File: src/hw/ccs_pkg.sv
// Constants and types shared by the charge stage sequencer
`default_nettype none
package ccs_pkg;
    // APB register byte offsets
    localparam logic [7:0] CCS_OFF_PERIOD = 8'h00;
    localparam logic [7:0] CCS_OFF_STATUS = 8'h04;
    localparam logic [7:0] CCS_OFF_TIMER = 8'h08;
    localparam logic [7:0] CCS_OFF_LBTIME = 8'h0c;
    // End-of-cycle period in clock cycles after reset
    localparam logic [31:0] CCS_PERIOD_RST = 32'h0800_0000;
    // Status register field positions
    localparam int CCS_ST_STATE_LSB = 0;
    localparam int CCS_ST_ALGO_LSB = 4;
    localparam int CCS_ST_EQQ_BIT = 6;
    localparam int CCS_ST_ARMED_BIT = 7;
    localparam int CCS_ST_TMR_BIT = 8;
    localparam int CCS_ST_CHG_BIT = 9;
    localparam int CCS_ST_PH_BIT = 10;
    localparam int CCS_ST_RED_BIT = 11;
    // Equalization and defective-battery shares of the period
    localparam int CCS_SHIFT_QUARTER = 2;
    localparam int CCS_SHIFT_EIGHTH = 3;
    // Synchronised input bit positions
    localparam int CCS_IN_CV = 0;
    localparam int CCS_IN_CL = 1;
    localparam int CCS_IN_LB = 2;
    localparam int CCS_IN_EN = 3;
    localparam int CCS_IN_TMR = 4;
    localparam int CCS_IN_SA = 5;
    localparam int CCS_IN_SB = 7;
    localparam int CCS_IN_W = 9;
    // Three-level strap codes
    localparam logic [1:0] CCS_LVL_LOW = 2'h0;
    localparam logic [1:0] CCS_LVL_MID = 2'h1;
    localparam logic [1:0] CCS_LVL_HIGH = 2'h2;
    typedef enum logic [2:0] {
        ST_IDLE, ST_BULK_CC, ST_CV, ST_ABSORB, ST_EQUALIZE, ST_FLOAT, ST_TERM, ST_FAULT
    } ccs_state_t;
    typedef enum logic [1:0] {ALG_TWO, ALG_THREE, ALG_FOUR} ccs_algo_t;
    typedef enum logic [1:0] {LVL_FLOAT, LVL_ABSORB, LVL_EQUALIZE} ccs_level_t;
endpackage
`default_nettype wire

File: src/hw/ccs_sequencer.sv
// Charge stage sequencer: stage machine, cycle timers, status pins, APB slave
`default_nettype none
module ccs_sequencer
    import ccs_pkg::*;
#(
    parameter logic [31:0] PERIOD_CYCLES = CCS_PERIOD_RST
) (
    input wire logic pclk,
    input wire logic presetn,
    input wire logic psel,
    input wire logic penable,
    input wire logic pwrite,
    input wire logic [7:0] paddr,
    input wire logic [31:0] pwdata,
    output logic [31:0] prdata,
    output logic pready,
    output logic pslverr,
    input wire logic cv_loop_active,
    input wire logic current_below_tenth,
    input wire logic feedback_below_threshold,
    input wire logic chip_enable,
    input wire logic cycle_timer_cap,
    input wire logic [1:0] algorithm_select_a,
    input wire logic [1:0] algorithm_select_b,
    output logic charging_flag_out,
    output logic charging_flag_oe,
    output logic phase_flag_out,
    output logic phase_flag_oe,
    output logic [1:0] target_level,
    output logic current_limit_reduce
);
    typedef struct packed {
        ccs_state_t state;
        ccs_algo_t algo;
        logic eq_quarter;
        logic eq_armed;
        logic [31:0] period;
        logic [31:0] acc;
        logic [31:0] lb_cnt;
        logic chg_oe;
        logic ph_oe;
        ccs_level_t level;
        logic reduce;
        logic [31:0] rdata;
        logic ready;
        logic err;
    } ccs_regs_t;
    ccs_regs_t q;
    ccs_regs_t d;

    logic [CCS_IN_W-1:0] raw_in;
    logic [CCS_IN_W-1:0] syn;
    logic cv_s;
    logic cl_s;
    logic lb_s;
    logic en_s;
    logic tmr_s;
    logic [1:0] sa_s;
    logic [1:0] sb_s;

    // Comparators, enable, timer presence and straps cross into pclk
    assign raw_in = {algorithm_select_b, algorithm_select_a, cycle_timer_cap, chip_enable,
                     feedback_below_threshold, current_below_tenth, cv_loop_active};
    ccs_sync #(.W(CCS_IN_W)) u_sync (
        .pclk(pclk),
        .presetn(presetn),
        .async_i(raw_in),
        .sync_o(syn)
    );
    assign cv_s = syn[CCS_IN_CV];
    assign cl_s = syn[CCS_IN_CL];
    assign lb_s = syn[CCS_IN_LB];
    assign en_s = syn[CCS_IN_EN];
    assign tmr_s = syn[CCS_IN_TMR];
    assign sa_s = syn[CCS_IN_SA +: 2];
    assign sb_s = syn[CCS_IN_SB +: 2];

    // Strap decode into algorithm; lithium combinations fall back to two-stage
    function automatic ccs_algo_t decode_algo(input logic [1:0] a, input logic [1:0] b);
        if (b == CCS_LVL_HIGH) begin
            return ALG_FOUR;
        end else if (b == CCS_LVL_LOW && a != CCS_LVL_LOW) begin
            return ALG_THREE;
        end else begin
            return ALG_TWO;
        end
    endfunction

    // Which states actively charge the battery
    function automatic logic is_active(input ccs_state_t s);
        return s == ST_BULK_CC || s == ST_CV || s == ST_ABSORB || s == ST_EQUALIZE;
    endfunction

    logic timer_done;
    logic eq_done;
    logic lb_expired;
    logic [31:0] eq_limit;

    // Timer thresholds derived from the shared end-of-cycle period
    always_comb begin
        timer_done = q.acc >= q.period;
        eq_limit = q.eq_quarter ? (q.period >> CCS_SHIFT_QUARTER)
                                : (q.period >> CCS_SHIFT_EIGHTH);
        eq_done = q.acc >= eq_limit;
        lb_expired = q.lb_cnt > (q.period >> CCS_SHIFT_EIGHTH);
    end

    // Next-state logic: stage machine, timers, pins, bus slave
    always_comb begin
        d = q;
        unique case (q.state)
            ST_IDLE: begin
                if (en_s) begin
                    d.eq_armed = 1'b1;
                    d.algo = decode_algo(sa_s, sb_s);
                    d.eq_quarter = sa_s == CCS_LVL_LOW;
                    d.state = d.algo == ALG_TWO ? ST_BULK_CC : ST_ABSORB;
                    d.acc = '0;
                    d.lb_cnt = '0;
                end
            end
            ST_BULK_CC: begin
                if (cv_s) begin
                    d.state = ST_CV;
                    d.acc = '0;
                end
            end
            ST_CV: begin
                if (tmr_s && cv_s) begin
                    d.acc = q.acc + 32'h1;
                end
                if (tmr_s && timer_done) begin
                    d.state = ST_TERM;
                end
            end
            ST_ABSORB: begin
                if (!tmr_s) begin
                    if (cl_s) begin
                        d.state = ST_FLOAT;
                    end
                end else begin
                    if (cv_s) begin
                        d.acc = q.acc + 32'h1;
                    end
                    if (timer_done) begin
                        d.acc = '0;
                        if (q.algo == ALG_FOUR && q.eq_armed) begin
                            d.state = ST_EQUALIZE;
                            d.eq_armed = 1'b0;
                        end else begin
                            d.state = ST_FLOAT;
                        end
                    end
                end
            end
            ST_EQUALIZE: begin
                d.acc = q.acc + 32'h1;
                if (eq_done || !tmr_s) begin
                    d.state = ST_FLOAT;
                end
            end
            ST_FLOAT, ST_TERM: begin
                if (lb_s) begin
                    d.state = q.algo == ALG_TWO ? ST_BULK_CC : ST_ABSORB;
                    d.acc = '0;
                    d.lb_cnt = '0;
                end
            end
            ST_FAULT: begin
                d.state = ST_FAULT;
            end
        endcase
        // Defective-battery timing counts only below threshold with timer present
        if (is_active(q.state) && tmr_s) begin
            if (lb_s) begin
                d.lb_cnt = q.lb_cnt + 32'h1;
            end
            if (lb_expired) begin
                d.state = ST_FAULT;
            end
        end
        // Dropping enable returns to idle; rising again rearms a full cycle
        if (!en_s) begin
            d.state = ST_IDLE;
        end
        // Status pins and analog controls follow the next state
        d.chg_oe = is_active(d.state) || d.state == ST_FLOAT;
        d.ph_oe = d.state == ST_CV || d.state == ST_FLOAT || d.state == ST_FAULT;
        d.level = d.state == ST_ABSORB ? LVL_ABSORB
                : d.state == ST_EQUALIZE ? LVL_EQUALIZE : LVL_FLOAT;
        d.reduce = d.state == ST_EQUALIZE || (is_active(d.state) && tmr_s && lb_s);
        // APB: one wait state, write commits on the completing edge
        d.ready = psel && penable && !q.ready;
        if (psel && penable && !q.ready) begin
            d.err = 1'b0;
            d.rdata = '0;
            unique case (paddr)
                CCS_OFF_PERIOD: d.rdata = q.period;
                CCS_OFF_STATUS: begin
                    d.rdata[CCS_ST_STATE_LSB +: 3] = q.state;
                    d.rdata[CCS_ST_ALGO_LSB +: 2] = q.algo;
                    d.rdata[CCS_ST_EQQ_BIT] = q.eq_quarter;
                    d.rdata[CCS_ST_ARMED_BIT] = q.eq_armed;
                    d.rdata[CCS_ST_TMR_BIT] = tmr_s;
                    d.rdata[CCS_ST_CHG_BIT] = q.chg_oe;
                    d.rdata[CCS_ST_PH_BIT] = q.ph_oe;
                    d.rdata[CCS_ST_RED_BIT] = q.reduce;
                end
                CCS_OFF_TIMER: d.rdata = q.acc;
                CCS_OFF_LBTIME: d.rdata = q.lb_cnt;
                default: d.err = 1'b1;
            endcase
            if (pwrite && paddr != CCS_OFF_PERIOD) begin
                d.err = 1'b1;
            end
        end
        if (psel && penable && q.ready && pwrite && paddr == CCS_OFF_PERIOD) begin
            d.period = pwdata;
        end
    end

    // State register
    always_ff @(posedge pclk or negedge presetn) begin
        if (!presetn) begin
            q <= '0;
            q.period <= PERIOD_CYCLES;
        end else begin
            q <= d;
        end
    end

    // Outputs straight from flops; open-drain pins only ever pull low
    assign prdata = q.rdata;
    assign pready = q.ready;
    assign pslverr = q.err;
    assign charging_flag_out = 1'b0;
    assign phase_flag_out = 1'b0;
    assign charging_flag_oe = q.chg_oe;
    assign phase_flag_oe = q.ph_oe;
    assign target_level = q.level;
    assign current_limit_reduce = q.reduce;
endmodule
`default_nettype wire

File: src/hw/ccs_sync.sv
// Two-flop synchroniser for a group of asynchronous inputs
`default_nettype none
module ccs_sync #(
    parameter int W = 1
) (
    input wire logic pclk,
    input wire logic presetn,
    input wire logic [W-1:0] async_i,
    output logic [W-1:0] sync_o
);
    typedef struct packed {
        logic [W-1:0] meta;
        logic [W-1:0] stable;
    } ccs_sync_t;
    ccs_sync_t q;
    ccs_sync_t d;

    // First stage feeds only the second stage
    always_comb begin
        d = q;
        d.meta = async_i;
        d.stable = q.meta;
    end

    // State register
    always_ff @(posedge pclk or negedge presetn) begin
        if (!presetn) begin
            q <= '0;
        end else begin
            q <= d;
        end
    end

    // Output per bit from the second stage
    for (genvar i = 0; i < W; i++) begin : g_bit
        assign sync_o[i] = q.stable[i];
    end
endmodule
`default_nettype wire

File: config.mk
export PLATFORM = sky130hd
export DESIGN_NAME = ccs_sequencer
export DESIGN_NICKNAME = d
export VERILOG_FILES = /design/src/hw/ccs_pkg.sv /design/src/hw/ccs_sequencer.sv /design/src/hw/ccs_sync.sv
export SDC_FILE = /design/constraint.sdc
export NUM_CORES = 1
export LEC_CHECK = 0
export ABC_AREA = 1
export ABC_CLOCK_PERIOD_IN_PS = 2600
export BUFFER_PORTS_ARGS = -buffer_cell sky130_fd_sc_hd__clkbuf_2
export CORE_ASPECT_RATIO = 1.4
export CORE_UTILIZATION = 31
export CTS_CLUSTER_SIZE = 8
export DETAILED_ROUTE_END_ITERATION = 7
export PLACE_DENSITY = 0.45
export SKIP_LAST_GASP = 1
export SLEW_MARGIN = 20
export SYNTH_ARGS = -nofsm -noshare
export SYNTH_HDL_FRONTEND = slang
export SYNTH_HIERARCHICAL = 1
export SYNTH_SLANG_ARGS = --single-unit
export TNS_END_PERCENT = 20
File: constraint.sdc
create_clock -name pclk -period 2.6 [get_ports pclk]
set_input_delay 0.52 -clock pclk [delete_from_list [all_inputs] [get_ports pclk]]
set_output_delay 0.52 -clock pclk [all_outputs]
set_load 0.05 [all_outputs]
==> key figures <==
Power
  – VDD IR max: 0.385 mV
  – Logic pwr share: 21.5%
  – Clock power share: 38.9%
  – Sw frac: 32.5%
  – Leak: 0.00665 uW
  – Final total power: 6740 uW
  – Sw Pwr: 2190 uW
  – Internal: 4550 uW
  – Seq pwr share: 39.6%
  – PD cells: 498 mW/mm^2

Synth
  – Top_reg_cell synth: dfrtp_1
  – Yosys Warn Count: 6
  – Post-synthesis sequential area ratio: 37.5%
  – Synth area leader: dfrtp_1
  – Async S/R FF share, synth: 100%
  – FF+latch count, synth: 160
  – Netlist Area Pre-Place: 0.0107 sq mm
  – Synth cell count leaders: 268 x nand2_1, 174 x inv_1, 159 x dfrtp_1, 132 x nor2_1, 128 x o21ai_0
  – Synth top area share: 37.2%
  – Cell count after synthesis: 1418
  – Number of synthesized flops with an enable pin: 0
  – Most frequent cell after synthesis: nand2_1
  – Synth area leaders: dfrtp_1 37%, ha_1 11%, nand2_1 9.4%
  – Syn avg cell area: 7.54 sq um
  – Yosys cell types: 46

Layout
  – Fraction of layout cells with a size suffix above 1: 23.6%
  – Post-layout util: 39.8%
  – Multi-input gate area: 0.00578 sq mm
  – Fillers: 3609
  – Number of diodes: 0
  – Final net count: 1762
  – FF+latch area: 0.00401 sq mm
  – Area grow syn2layout: 26.6%
  – Final Non-Filler Cells: 2079

Setup path
  – Critical path endpoint category: flop
  – CP Data Arrival Time: 2970 ps
  – WS Path Type: reg -> reg
  – R2R Path End: current_limit_reduce
  – Crit Path Max Fanout: 9
  – Worst r2r path cells: 15
  – Crit path to: current_limit_reduce
  – R2r setup slk: -30 ps
  – Worst setup SP type: flop
  – FF-to-FF Start: q[136]
  – Crit path from: q[136]
  – Worst EP required: 2940 ps

Detailed routing
  – Vias per std cell: 5.02
  – Via count: 10.4k
  – # DRC: 0
  – ANT nets after route: 0
  – Drt pass-1 iters: 6
  – Final wirelength: 42.6 mm
  – WL per Instance: 20.5 um
  – 1st-iter DRT viols: 674

Clocking
  – Clk_lat worst skew: 450 ps
  – H-tree levels: 4
  – Cts bufs inserted: 17
  – CTS tree: built
  – Longest Clk Path Bufs: 2
  – Clk sinks: 160
  – Clk pin slew, worst setup/hold paths: 70 ps
  – Root buffer cell: clkbuf_16

Timing
  – Crit share post-route: 101%
  – Count of final setup violators: 11
  – Max Fclk: 380 MHz
  – Tmin final: 2630 ps
  – Slew HR: 64.4%
  – Slew @ Worst Pin: 530 ps
  – RSZ-0062 raised after global routing: yes
  – Setup tns final: -161 ps
  – Slew Viols, Final: 0
  – PnR worst setup slack: -33.6 ps
  – Fin Hold WS: 169 ps
  – Final hold vios: 0
  – Clk_skew: 10.6 ps

Place
  – GPL Wtd Cong: 0.940
  – HPWL after DPL: 33.4 mm
  – Placed cells: 2034
  – Number of port buffers: 92

Floorplanning
  – Ports: 95
  – Die width: 159 um
  – Row cnt: 80
  – Core Footprint: 0.0340 sq mm
  – Die height: 222 um
  – Initial core utilization: 31.4%
  – Die area: 0.0353 sq mm

Global route
  – GRT overflow: 0
  – First-pass GRT wire length: 63.5 mm
  – Largest net degree at the start of global routing: 64
  – GRT Total Usage: 24.3%
  – Vias in the first global route: 10.5k
  – Antenna violations before repair: 0

Hold path
  – Min-delay worst type: in -> reg

Run status
  – Failing checks: setup timing
  – Status: finished, violations left

Run
  – Max_cap viols: 0
-- routing by layer --
metal	part of all wire [%]	GRT usage, %	up-vias
met4	5.0	12.2	0
li1	-	-	5138
met2	52	45.2	305
met3	3.1	2.97	95
met1	40	27.0	4901
met5	0	0	-
-- power groups by stage --
stage | Combinational (uW) | Sequential [uW] | Clock [uW]
finish | 1450 | 2670 | 2620
global route | 1550 | 2680 | 2800
CTS | 1260 | 2660 | 2680
detailed placement | 1230 | 2710 | 0
global placement | 1220 | 2710 | 0
floorplan | 607 | 2710 | 0
-- worst min-delay path by stage --
stage	start	end	slack, ps	depth (start not counted)
6_report	algorithm_select_b[1]	u_sync/d[8]	170	1
5_1_grt	feedback_below_threshold	u_sync/d[2]	150	1
4_1_cts	algorithm_select_b[1]	u_sync/d[8]	150	1
3_5_place_dp	u_sync/d[5]	u_sync/sync_o[5]	340	0
3_3_place_gp	u_sync/d[6]	u_sync/sync_o[6]	330	0
2_1_floorplan	presetn	charging_flag_oe	220	0
-- cells in the final DEF (no fill, tap or decap), drive strengths merged, types with 2 or more instances in the layout --
master / count
a221oi: 14
clkbuf: 112
clkinv: 7
or2: 2
o31ai: 5
o22ai: 34
a21o: 3
o211ai: 5
nand4: 29
o21ai: 135
nor4: 13
clkinvlp: 2
a21oi: 126
bufinv: 2
a211oi: 2
inv: 186
conb: 2
nand2: 277
o21a: 6
nor2: 145
nor3: 43
dfrtp: 159
ha: 93
buf: 162
nand3: 54
and3: 2
-- flip-flops by register name, summed over array words and instances (netlist names) --
register              flops
q                       103
prdata                   32
u_sync/d                  9
u_sync/sync_o             9
target_level              2
charging_flag_oe          1
current_limit_reduce      1
phase_flag_oe             1
pready                    1
pslverr                   1
-- worst max-delay path, stage by stage (launching register included) --
cell	delay [ps]
dfrtp_2	490
buf_6	170
buf_6	180
o21ai_2	70
ha_1	300
nand2_2	70
nor3_2	210
nand3_2	120
nor2_4	160
nand4_1	110
nand4_1	170
nand2_2	90
nand3_4	110
nand2_4	90
nand3_4	110
nand2_2	50
-- cell type report --
cell class	count	share of cell area, %
clock buffers	19	3.27
clock inverters	13	1.11
inverters	184	5.20
multi-input cells	996	42.7
flip-flops and latches	160	29.6
well taps	451	4.17
repair buffers	256	13.9
-- through the flow --
step	area, sq um	setup WS [ps]
floorplan	10700	309
global placement	12500	-219
detailed placement	12500	-204
CTS	13200	-36.8
global route	13500	-202
finish	13500	-33.6
-- cells by family (layout without fill, tap and decap cells) --
logic type	count (synthesis)	in the layout	synth area share, %
simple gates	565	565	23.5
compound gates	334	334	17.2
buf+inv	263	472	10.8
flops	160	160	37.5
fa+ha+maj	93	93	10.9
other cells	1	2	0.0351
xor+xnor	1	1	0.0819
mux	1	1	0.105
-- repair_timing --
item | in CTS | in global routing
gates cloned | 0 | 4
resized for setup | 16 | 66
endpoints found under the setup margin | 37 | 40
setup buffers | 3 | 6
endpoints found under the hold margin | 33 | 0
hold buffers | 1 | 0
pin swaps | 3 | 39
No activity file was read; power rests on OpenSTA's default activity.
